`src/common/irq_enable_pkg.sv`:
```
// Purpose: Constants for the interrupt enable clear/set register pair
// Assumes: Word registers on a plain address/strobe port
// Notes:   Offsets are byte addresses

`default_nettype none

package irq_enable_pkg;

    // Bus geometry
    localparam int          ADDR_W = 8;
    localparam int          DATA_W = 32;

    // Register offsets
    localparam logic [7:0]  OFS_ENABLE_CLR = 8'h00;
    localparam logic [7:0]  OFS_ENABLE_SET = 8'h04;

    // Implemented enable bits and reset value
    localparam logic [31:0] IE_IMPL_MASK = 32'h0003_8fff;
    localparam logic [31:0] IE_RESET     = 32'h0000_0000;

    // Enable bit positions
    localparam int BIT_XTAL_READY     = 0;
    localparam int BIT_XTAL32K_READY  = 1;
    localparam int BIT_RC32K_READY    = 2;
    localparam int BIT_RC8M_READY     = 3;
    localparam int BIT_FLL_READY      = 4;
    localparam int BIT_FLL_OOB        = 5;
    localparam int BIT_FLL_FINE_LOCK  = 6;
    localparam int BIT_FLL_COARSE     = 7;
    localparam int BIT_FLL_REF_STOP   = 8;
    localparam int BIT_BOD_READY      = 9;
    localparam int BIT_BOD_DETECT     = 10;
    localparam int BIT_BOD_SYNC_READY = 11;
    localparam int BIT_PLL_LOCK_GAIN  = 15;
    localparam int BIT_PLL_LOCK_LOST  = 16;
    localparam int BIT_PLL_LOCK_TO    = 17;

endpackage : irq_enable_pkg

`default_nettype wire

```
`src/design/irq_enable_ctrl.sv`:
```
// Purpose: Interrupt enable state of the clock and supply controller,
//          reached through a write-one-to-clear and a write-one-to-set word
// Assumes: Flags and write protection come from logic on core_clk_i
// Notes:   Read data stand only in the cycle after the read strobe
//
// The address-and-strobe port was chosen for this implementation.

`default_nettype none

module irq_enable_ctrl
    import irq_enable_pkg::*;
(
    // Clock and reset
    input  wire logic              core_clk_i,
    input  wire logic              rst_n_i,
    // Register port
    input  wire logic [ADDR_W-1:0] addr_i,
    input  wire logic [DATA_W-1:0] wr_data_i,
    input  wire logic              wr_en_i,
    input  wire logic              rd_en_i,
    output logic      [DATA_W-1:0] rd_data_o,
    // Write protection
    input  wire logic              wr_prot_i,
    output logic                   wr_blocked_o,
    // Interrupt sources
    input  wire logic [DATA_W-1:0] irq_flag_i,
    output logic      [DATA_W-1:0] irq_src_o,
    output logic                   irq_req_o,
    output logic      [DATA_W-1:0] enable_o
);

    logic [DATA_W-1:0] ie_r;
    logic [DATA_W-1:0] ie_nxt;
    logic [DATA_W-1:0] rd_data_r;
    logic [DATA_W-1:0] rd_data_nxt;
    logic              blocked_r;
    logic              blocked_nxt;
    logic              wr_ok;
    logic              hit_clr;
    logic              hit_set;
    logic [DATA_W-1:0] clr_mask;
    logic [DATA_W-1:0] set_mask;

    assign hit_clr = (addr_i == OFS_ENABLE_CLR);
    assign hit_set = (addr_i == OFS_ENABLE_SET);
    assign wr_ok   = wr_en_i && !wr_prot_i;

    // Only ones in implemented positions act
    always_comb begin
        clr_mask = '0;
        set_mask = '0;
        if (wr_ok && hit_clr) begin
            clr_mask = wr_data_i & IE_IMPL_MASK;
        end
        if (wr_ok && hit_set) begin
            set_mask = wr_data_i & IE_IMPL_MASK;
        end
    end

    // Enable state: clear applied after set so clear wins
    always_comb begin
        ie_nxt = (ie_r | set_mask) & ~clr_mask;
        ie_nxt = ie_nxt & IE_IMPL_MASK;
    end

    always_ff @(posedge core_clk_i) begin
        if (!rst_n_i) begin
            ie_r <= IE_RESET;
        end else begin
            ie_r <= ie_nxt;
        end
    end

    // Read path: both offsets show the enables
    always_comb begin
        rd_data_nxt = '0;
        if (rd_en_i && (hit_clr || hit_set)) begin
            rd_data_nxt = ie_r & IE_IMPL_MASK;
        end
    end

    // Refused-write indication
    always_comb begin
        blocked_nxt = wr_en_i && wr_prot_i &&
                      (hit_clr || hit_set);
    end

    always_ff @(posedge core_clk_i) begin
        if (!rst_n_i) begin
            rd_data_r <= '0;
            blocked_r <= 1'b0;
        end else begin
            rd_data_r <= rd_data_nxt;
            blocked_r <= blocked_nxt;
        end
    end

    // Interrupt gating
    assign irq_src_o    = ie_r & irq_flag_i;
    assign irq_req_o    = |irq_src_o;
    assign enable_o     = ie_r;
    assign rd_data_o    = rd_data_r;
    assign wr_blocked_o = blocked_r;

    // Per-position checks
    for (genvar g = 0; g < DATA_W; g++) begin : g_pos_chk
        if (IE_IMPL_MASK[g]) begin : g_impl

        end else begin : g_rsvd

        end
    end
endmodule // irq_enable_ctrl

`default_nettype wire

```
`config.mk`:
```
export PLATFORM = sky130hd
export DESIGN_NAME = irq_enable_ctrl
export DESIGN_NICKNAME = d
export VERILOG_FILES = /design/src/common/irq_enable_pkg.sv /design/src/design/irq_enable_ctrl.sv
export SDC_FILE = /design/constraint.sdc
export NUM_CORES = 1
export LEC_CHECK = 0
export BUFFER_PORTS_ARGS = -buffer_cell sky130_fd_sc_hd__buf_2
export CORE_MARGIN = 10
export CORE_UTILIZATION = 38
export CTS_CLUSTER_DIAMETER = 80
export DETAILED_ROUTE_END_ITERATION = 7
export PLACE_DENSITY = 0.95
export SYNTH_ARGS = -nofsm -noshare
export SYNTH_HDL_FRONTEND = slang
export SYNTH_SLANG_ARGS = --single-unit
```
`constraint.sdc`:
```
create_clock -name core_clk_i -period 3.6 [get_ports core_clk_i]
set_input_delay 0.36 -clock core_clk_i [delete_from_list [all_inputs] [get_ports core_clk_i]]
set_output_delay 0.36 -clock core_clk_i [all_outputs]
set_load 0.02 [all_outputs]
```
==> impl_results.md, run 1 <==
- Pin count of the biggest net entering global routing: 19
- Cell Area, Synth: 1725 um2
- Core footprint: roughly 4400 um2
- Setup CP Type: register to output port
- Rel. slew slack: approximately a third
- Post-Route Skew: roughly 0.0027 ns
- Final setup viols: 0
- Max Root-Sink Buffers: 2
- Seq/Total Area, Yosys: about 36%
- Unique masters post-synth: 21
- Global-route wire length before repair: slightly above 7000 um
- Root cell of the clock tree: clkbuf_8
- First DRT Iteration DRCs: approximately 110
- Setup WS post-layout: 1.448 ns
- Largest fanout on the critical path: 6
- Io pins: 175
- CTS tree: built
- Layout cells sized above 1: between 30% and 40%
- Post-Syn Area per Cell: 9.586 um2
- Via count: approximately 1500
- Min cycle time layout: roughly 2.2 ns
- Post-DRT Antenna Nets: 0
- Setup Fix Bufs, Post-CTS: 0
- Routed WL: just over 5000 um
- Final setup TNS: 0 ns
- Fin crit share: around three fifths
- Tot GR Track Use: a little under an eighth
- Starting Density: 39.36%
- Port buffer count: 89
- RSZ-0062 raised after global routing: false
- DR DRC count: 0
- Status: completed
- Final Hold Viols: 0
- Antenna diodes: 0
- Power Dens Cells: between 300 and 400 nW/um2
- #FFs+latches synth: 31
- HP Class: input port to register
- Worst Path Required: between 3 and 4 ns
- Crit path capture type: output port
- YS warnings: 0
- RR Startpoint: enable_o[10]
- Hold-fix buffers, CTS: 0
- CTS Buf Count: 5
- Total grt overflow: 0
- Worst Max-Slew Pin Slew: 0.9962 ns
- Slew Limit Fails: 0
- Nets: 344
- Die ar.: 7636 um2
- Pleak: 1.332 nW
- Vias in the first global route: around 1600
- Std-Cell Rows: 24
- HPWL after detailed placement: roughly 4200 um
- Die Ht: approximately 87 um
- Post-CTS Resized: 0
- Initial antenna violation count: 0
- H-Tree Depth: 2
- Max-cap violations: 0
- DR pass1 iterations: 4
- Die width: between 80 and 90 um
- Cells after synthesis: 180
- Hold path start: wr_prot_i
- GPL Wtd Cong: 0.7662
- Fmax: between 400 and 500 MHz
- Worst-path clk slew: 0.06 ns
- CP arrival: between 1.5 and 2 ns
- Crit. Startpoint: enable_o[9]
- Worst skew pair latency: roughly 0.28 ns
- VDD IR max: 0.1443 mV
- Mean number of vias per cell: 4.666
- Sink Count: 31
- Area Growth Syn to Fin: 22.48%
- Place WS: 1.368 ns
- Average wire per standard cell: 15.81 um
- Worst setup SP type: register
==> per-layer routing <==
layer | vias to the layer above | wire, um | GRT usage (%)
li1 | 710 | - | -
met1 | 671 | 1796 | 11.60
met5 | - | 0 | 0
met4 | 0 | 147 | 6.087
met2 | 100 | 2555 | 20.77
met3 | 12 | 560 | 3.652
==> logic make-up after synthesis <==
group,Yosys count,synth area share (%)
AOI/OAI and AO/OA,32,16.32
buffers and inverters,59,24.80
DFF,31,35.97
other,1,0.2173
and+or+nand+nor,57,22.70
==> per-stage QoR <==
stage                     hold slack, ns  area [um2]  total power (W)  instances  utilization [%]
after floorplan                   0.5312        1913        0.0004560        230                -
after global placement            0.5017        1996        0.0004414        312            45.52
after detailed placement          0.5090        1996        0.0004430        312            45.52
after CTS                         0.3631        2113        0.0007905        320            48.20
after global routing              0.3810        2113        0.0008134        320            48.20
final                             0.3595        2113        0.0007868        320            48.20
==> final timing paths <==
| path | endpoint | slack, ns | cells past startpoint |
|---|---|---|---|
| setup reg to reg | enable_o[10] | 2.82 | 2 |
| setup / recovery | irq_req_o | 1.45 | 4 |
| hold / removal | wr_blocked_o | 0.36 | 2 |
| hold reg to reg | rd_data_o[16] | 0.52 | 1 |
==> critical path, stage by stage, from the launching register on <==
cell and delay, ns:
dfxtp_1 0.35, a222oi_1 0.39, nor4b_1 0.44, nand4_1 0.15
buf_2 0.18
==> cells in the mapped netlist <==
library cell	instances	area share, %
nand4_1	16	5.8
and4_1	2	1.0
conb_1	1	0.22
a222oi_1	1	0.58
o21a_1	15	6.5
o211a_1	15	8.7
buf_6	1	0.65
nor4_1	1	0.36
clkbuf_2	1	0.29
a22o_1	1	0.51
nor3_1	1	0.29
nor4b_1	1	0.51
nor4b_4	1	1.4
and2_1	30	11
nor2_1	3	0.65
nor4_4	1	1.2
and4b_1	1	0.58
buf_2	2	0.58
buf_4	52	23
clkbuf_1	3	0.65
dfxtp_1	31	36
==> cell type report <==
| cell class | instances | area (um2) |
|---|---|---|
| multi-input cells | 140 | 864.6 |
| clock buffers | 6 | 82.58 |
| clock inverters | 2 | 35.03 |
| flip-flops and latches | 31 | 620.6 |
| well taps | 52 | 65.06 |
| repair buffers | 89 | 445.4 |
| fillers | 423 | 2271 |
==> power breakdown <==
group | internal, W | total (W) | switching, W
clock | 0.000224 | 0.000348 | 0.000125
sequential | 0.000343 | 0.000343 | 0.000000102
combinational | 0.0000239 | 0.0000953 | 0.0000714
==> placed cells by master (no fill, tap or decap) <==
master	count
a222oi_1	1
a22o_1	1
buf_2	89
conb_1	51
and2_1	30
nor4_4	1
clkinv_2	1
clkbuf_8	6
nand4_1	16
nor4b_1	1
dfxtp_1	31
nor2_1	3
nor4b_4	1
and4_1	2
o21a_1	15
o211a_1	15
nor3_1	1
nor4_1	1
and4b_1	1
bufinv_16	1
==> flip-flops by register name, indices dropped and copies added, names as in the netlist <==
signal,flops
enable_o,15
wr_blocked_o,1
rd_data_o,15
No activity file was read; power rests on OpenSTA's default activity.
==> run 2, diff against run 1 <==
Settings changed: CORE_UTILIZATION 38 to 36, PLACE_DENSITY 0.95 to 0.92.
Clock period 3.6 ns to 2.1 ns, I/O delays scaled along.
==> run 2 against run 1 <==
Global-route usage decreased by 0.81 points. Clock skew increased by 0.0020 ns. Final cell count increased by 1.3%. Critical path type unchanged. Register-to-register slack got worse by 1.5 ns. Wire length decreased by 2.6%.
==> impl_results.md, run 2 (same netlist as run 1, synthesis figures left out) <==
- Status: completed
- Via count: 1464 (-1.9%)
- Number of cells after detailed placement: 317 (+1.6%)
- DR pass1 iterations: 4 (unchanged)
- CTS Buf Count: 5 (unchanged)
- Final setup viols: 0 (unchanged)
- Mean number of vias per cell: 4.519 (-3.2%)
- Post-DRT Antenna Nets: 0 (unchanged)
- Hold depth: 2 (unchanged)
- Worst setup SP type: register
- Die Ht: 89.23 um (+2.1%)
- WL met2: 2444 um (-4.3%)
- R2R cell count: 2 (unchanged)
- Antenna diodes: 0 (unchanged)
- Worst Path Required: 1.89 ns (-1.35 ns)
- CTS tree: built
- Worst-path clk slew: 0.06 ns (about the same)
- Power Dens Cells: 572.6 nW/um2 (+54%)
- Met3 routed WL: 468 um (-16%)
- Commonest cells after routing, fill and taps aside: buf_2, conb_1, dfxtp_1
- Worst skew pair latency: 0.28 ns (about the same)
- Starting Density: 36.77% (-2.6 points)
- Core footprint: 4692 um2 (+7.0%)
- Crit-path leading delay family: compound AO/OA/AOI/OAI gates
- RR Startpoint: enable_o[9]
- Worst reg2reg path endpoint: enable_o[9]
- Vias in the first global route: 1450 (-6.7%)
- M1 wire length: 1893 um (+5.4%)
- Nets: 347 (+0.87%)
- Total grt overflow: 0 (unchanged)
- Slew Limit Fails: 0 (unchanged)
- Fin crit share: between 90% and 100%
- Hold-fix buffers, CTS: 0 (unchanged)
- Io pins: 175 (unchanged)
- Initial antenna violation count: 0 (unchanged)
- RSZ-0062 raised after global routing: false
- Root cell of the clock tree: clkbuf_8
- Commonest non-fill, non-tap cell in the layout: buf_2
- Fmax: 514.9 MHz
- DR DRC count: 0 (unchanged)
- Routed WL: 4926 um (-2.6%)
- Std-Cell Rows: 25 (+4.2%)
- Slowest Stage Delay on Critical Path: 0.47 ns (+0.03 ns)
- HPWL after detailed placement: 4044 um (-3.4%)
- Final setup TNS: 0 ns (unchanged)
- First DRT Iteration DRCs: 77 (-29%)
- Crit. Startpoint: enable_o[9]
- Layout cells sized above 1: 37.78% (+0.84 points)
- Pleak: 1.337 nW (+0.35%)
- Sink Count: 31 (unchanged)
- Worst path cell trace: a222oi_1 -> nor4b_2 -> nand4_1 -> buf_2
- Max Root-Sink Buffers: 2 (unchanged)
- VDD IR max: 0.2069 mV (+43%)
- R2r setup slk: 1.33 ns (-1.49 ns)
- Worst Max-Slew Pin Slew: 0.5832 ns (-0.4130 ns)
- Post-Route Skew: 0.004654 ns (+0.001956 ns)
- Pin count of the biggest net entering global routing: 18 (-1)
- Highest routed layer: met4
- CP arrival: 1.73 ns (-0.06 ns)
- Global-route wire length before repair: 6699 um (-7.2%)
- Slowest cell on crit path: a222oi_1
- HP Class: input port to register
- Area Growth Syn to Fin: 22.55% (about the same)
- CP Buf/Inv Count: 1 (unchanged)
- Port buffer count: 89 (unchanged)
- Hold path start: wr_prot_i
- Crit path capture type: output port
- H-Tree Depth: 2 (unchanged)
- Max-cap violations: 0 (unchanged)
- Average wire per standard cell: 15.20 um (-3.9%)
- Die width: 89.23 um (+2.1%)
- WHS Endpoint: wr_blocked_o
- Die ar.: 7962 um2 (+4.3%)
- Min cycle time layout: 1.942 ns
- Largest fanout on the critical path: 6 (unchanged)
- Tot GR Track Use: 10.77% (-0.81 points)
- GPL Wtd Cong: 0.7835 (+2.3%)
- Rel. slew slack: 61.09% (+28 points)
- Setup CP Type: register to output port
- Final std cells w/o fill: 324 (+1.3%)
- Final Hold Viols: 0 (unchanged)
-- run 2: cell types whose count changed in the layout (fill, tap and decap cells not counted) --
cell,before,now
buf_4,0,3
bufinv_16,1,0
nor4b_1,1,0
nor4b_2,0,1
-- run 2: how the worst max path moves through the flow --
stage	cells past startpoint	to	slack [ns]
6_report	4	irq_req_o	0.16
5_1_grt	4	irq_req_o	0.07
4_1_cts	4	irq_req_o	0.03
3_5_place_dp	4	irq_req_o	0.34
3_3_place_gp	4	irq_req_o	0.37
2_1_floorplan	3	irq_req_o	0.68
-- run 2: metrics by stage --
stage                     utilization, %   power, W  instance area, um2  setup WS, ns  hold slack (ns)
after global placement             43.07  0.0007601                2021        0.3738           0.4897
after floorplan                        -  0.0007817                1913        0.6761           0.3812
after detailed placement           43.07  0.0007624                2021        0.3403           0.4977
final                              45.07   0.001211                2115        0.1579           0.2096
after CTS                          44.93   0.001215                2108       0.02892           0.2096
after global routing               45.07   0.001258                2115       0.07092           0.2334
-- run 2: area by class of cell --
| cell class | count | area [um2] |
|---|---|---|
| clock buffer | 6 | 82.58 |
| clock inverter | 1 | 5.005 |
| fill | 444 | 2577 |
| multi-input combinational | 140 | 870.8 |
| sequential | 31 | 620.6 |
| tap | 54 | 67.56 |
| timing repair buffer | 92 | 467.9 |
-- run 2: worst register-to-register path: stages (launching register included) --
cell and delay (ns):
dfxtp_1 0.36, o21a_1 0.21, o211a_1 0.10
-- run 2: what timing repair did --
action | CTS | global route
setup buffers | 0 | 0
setup endpoints to repair | 0 | 1
gates resized for setup | 0 | 1
-- run 2: routing by layer --
| metal | up-vias | global-route usage [%] |
|---|---|---|
| met3 | 9 | 2.552 |
| met2 | 87 | 19.27 |
| li1 | 713 | - |
| met1 | 655 | 11.05 |
| met4 | 0 | 6.647 |
| met5 | - | 0 |
-- run 2: report_power, final --
group / internal (W) / switching (W) / total [W]
clock network: 0.000256 / 0.000199 / 0.000456
logic: 0.0000435 / 0.000123 / 0.000167
registers: 0.000588 / 0.000000167 / 0.000588
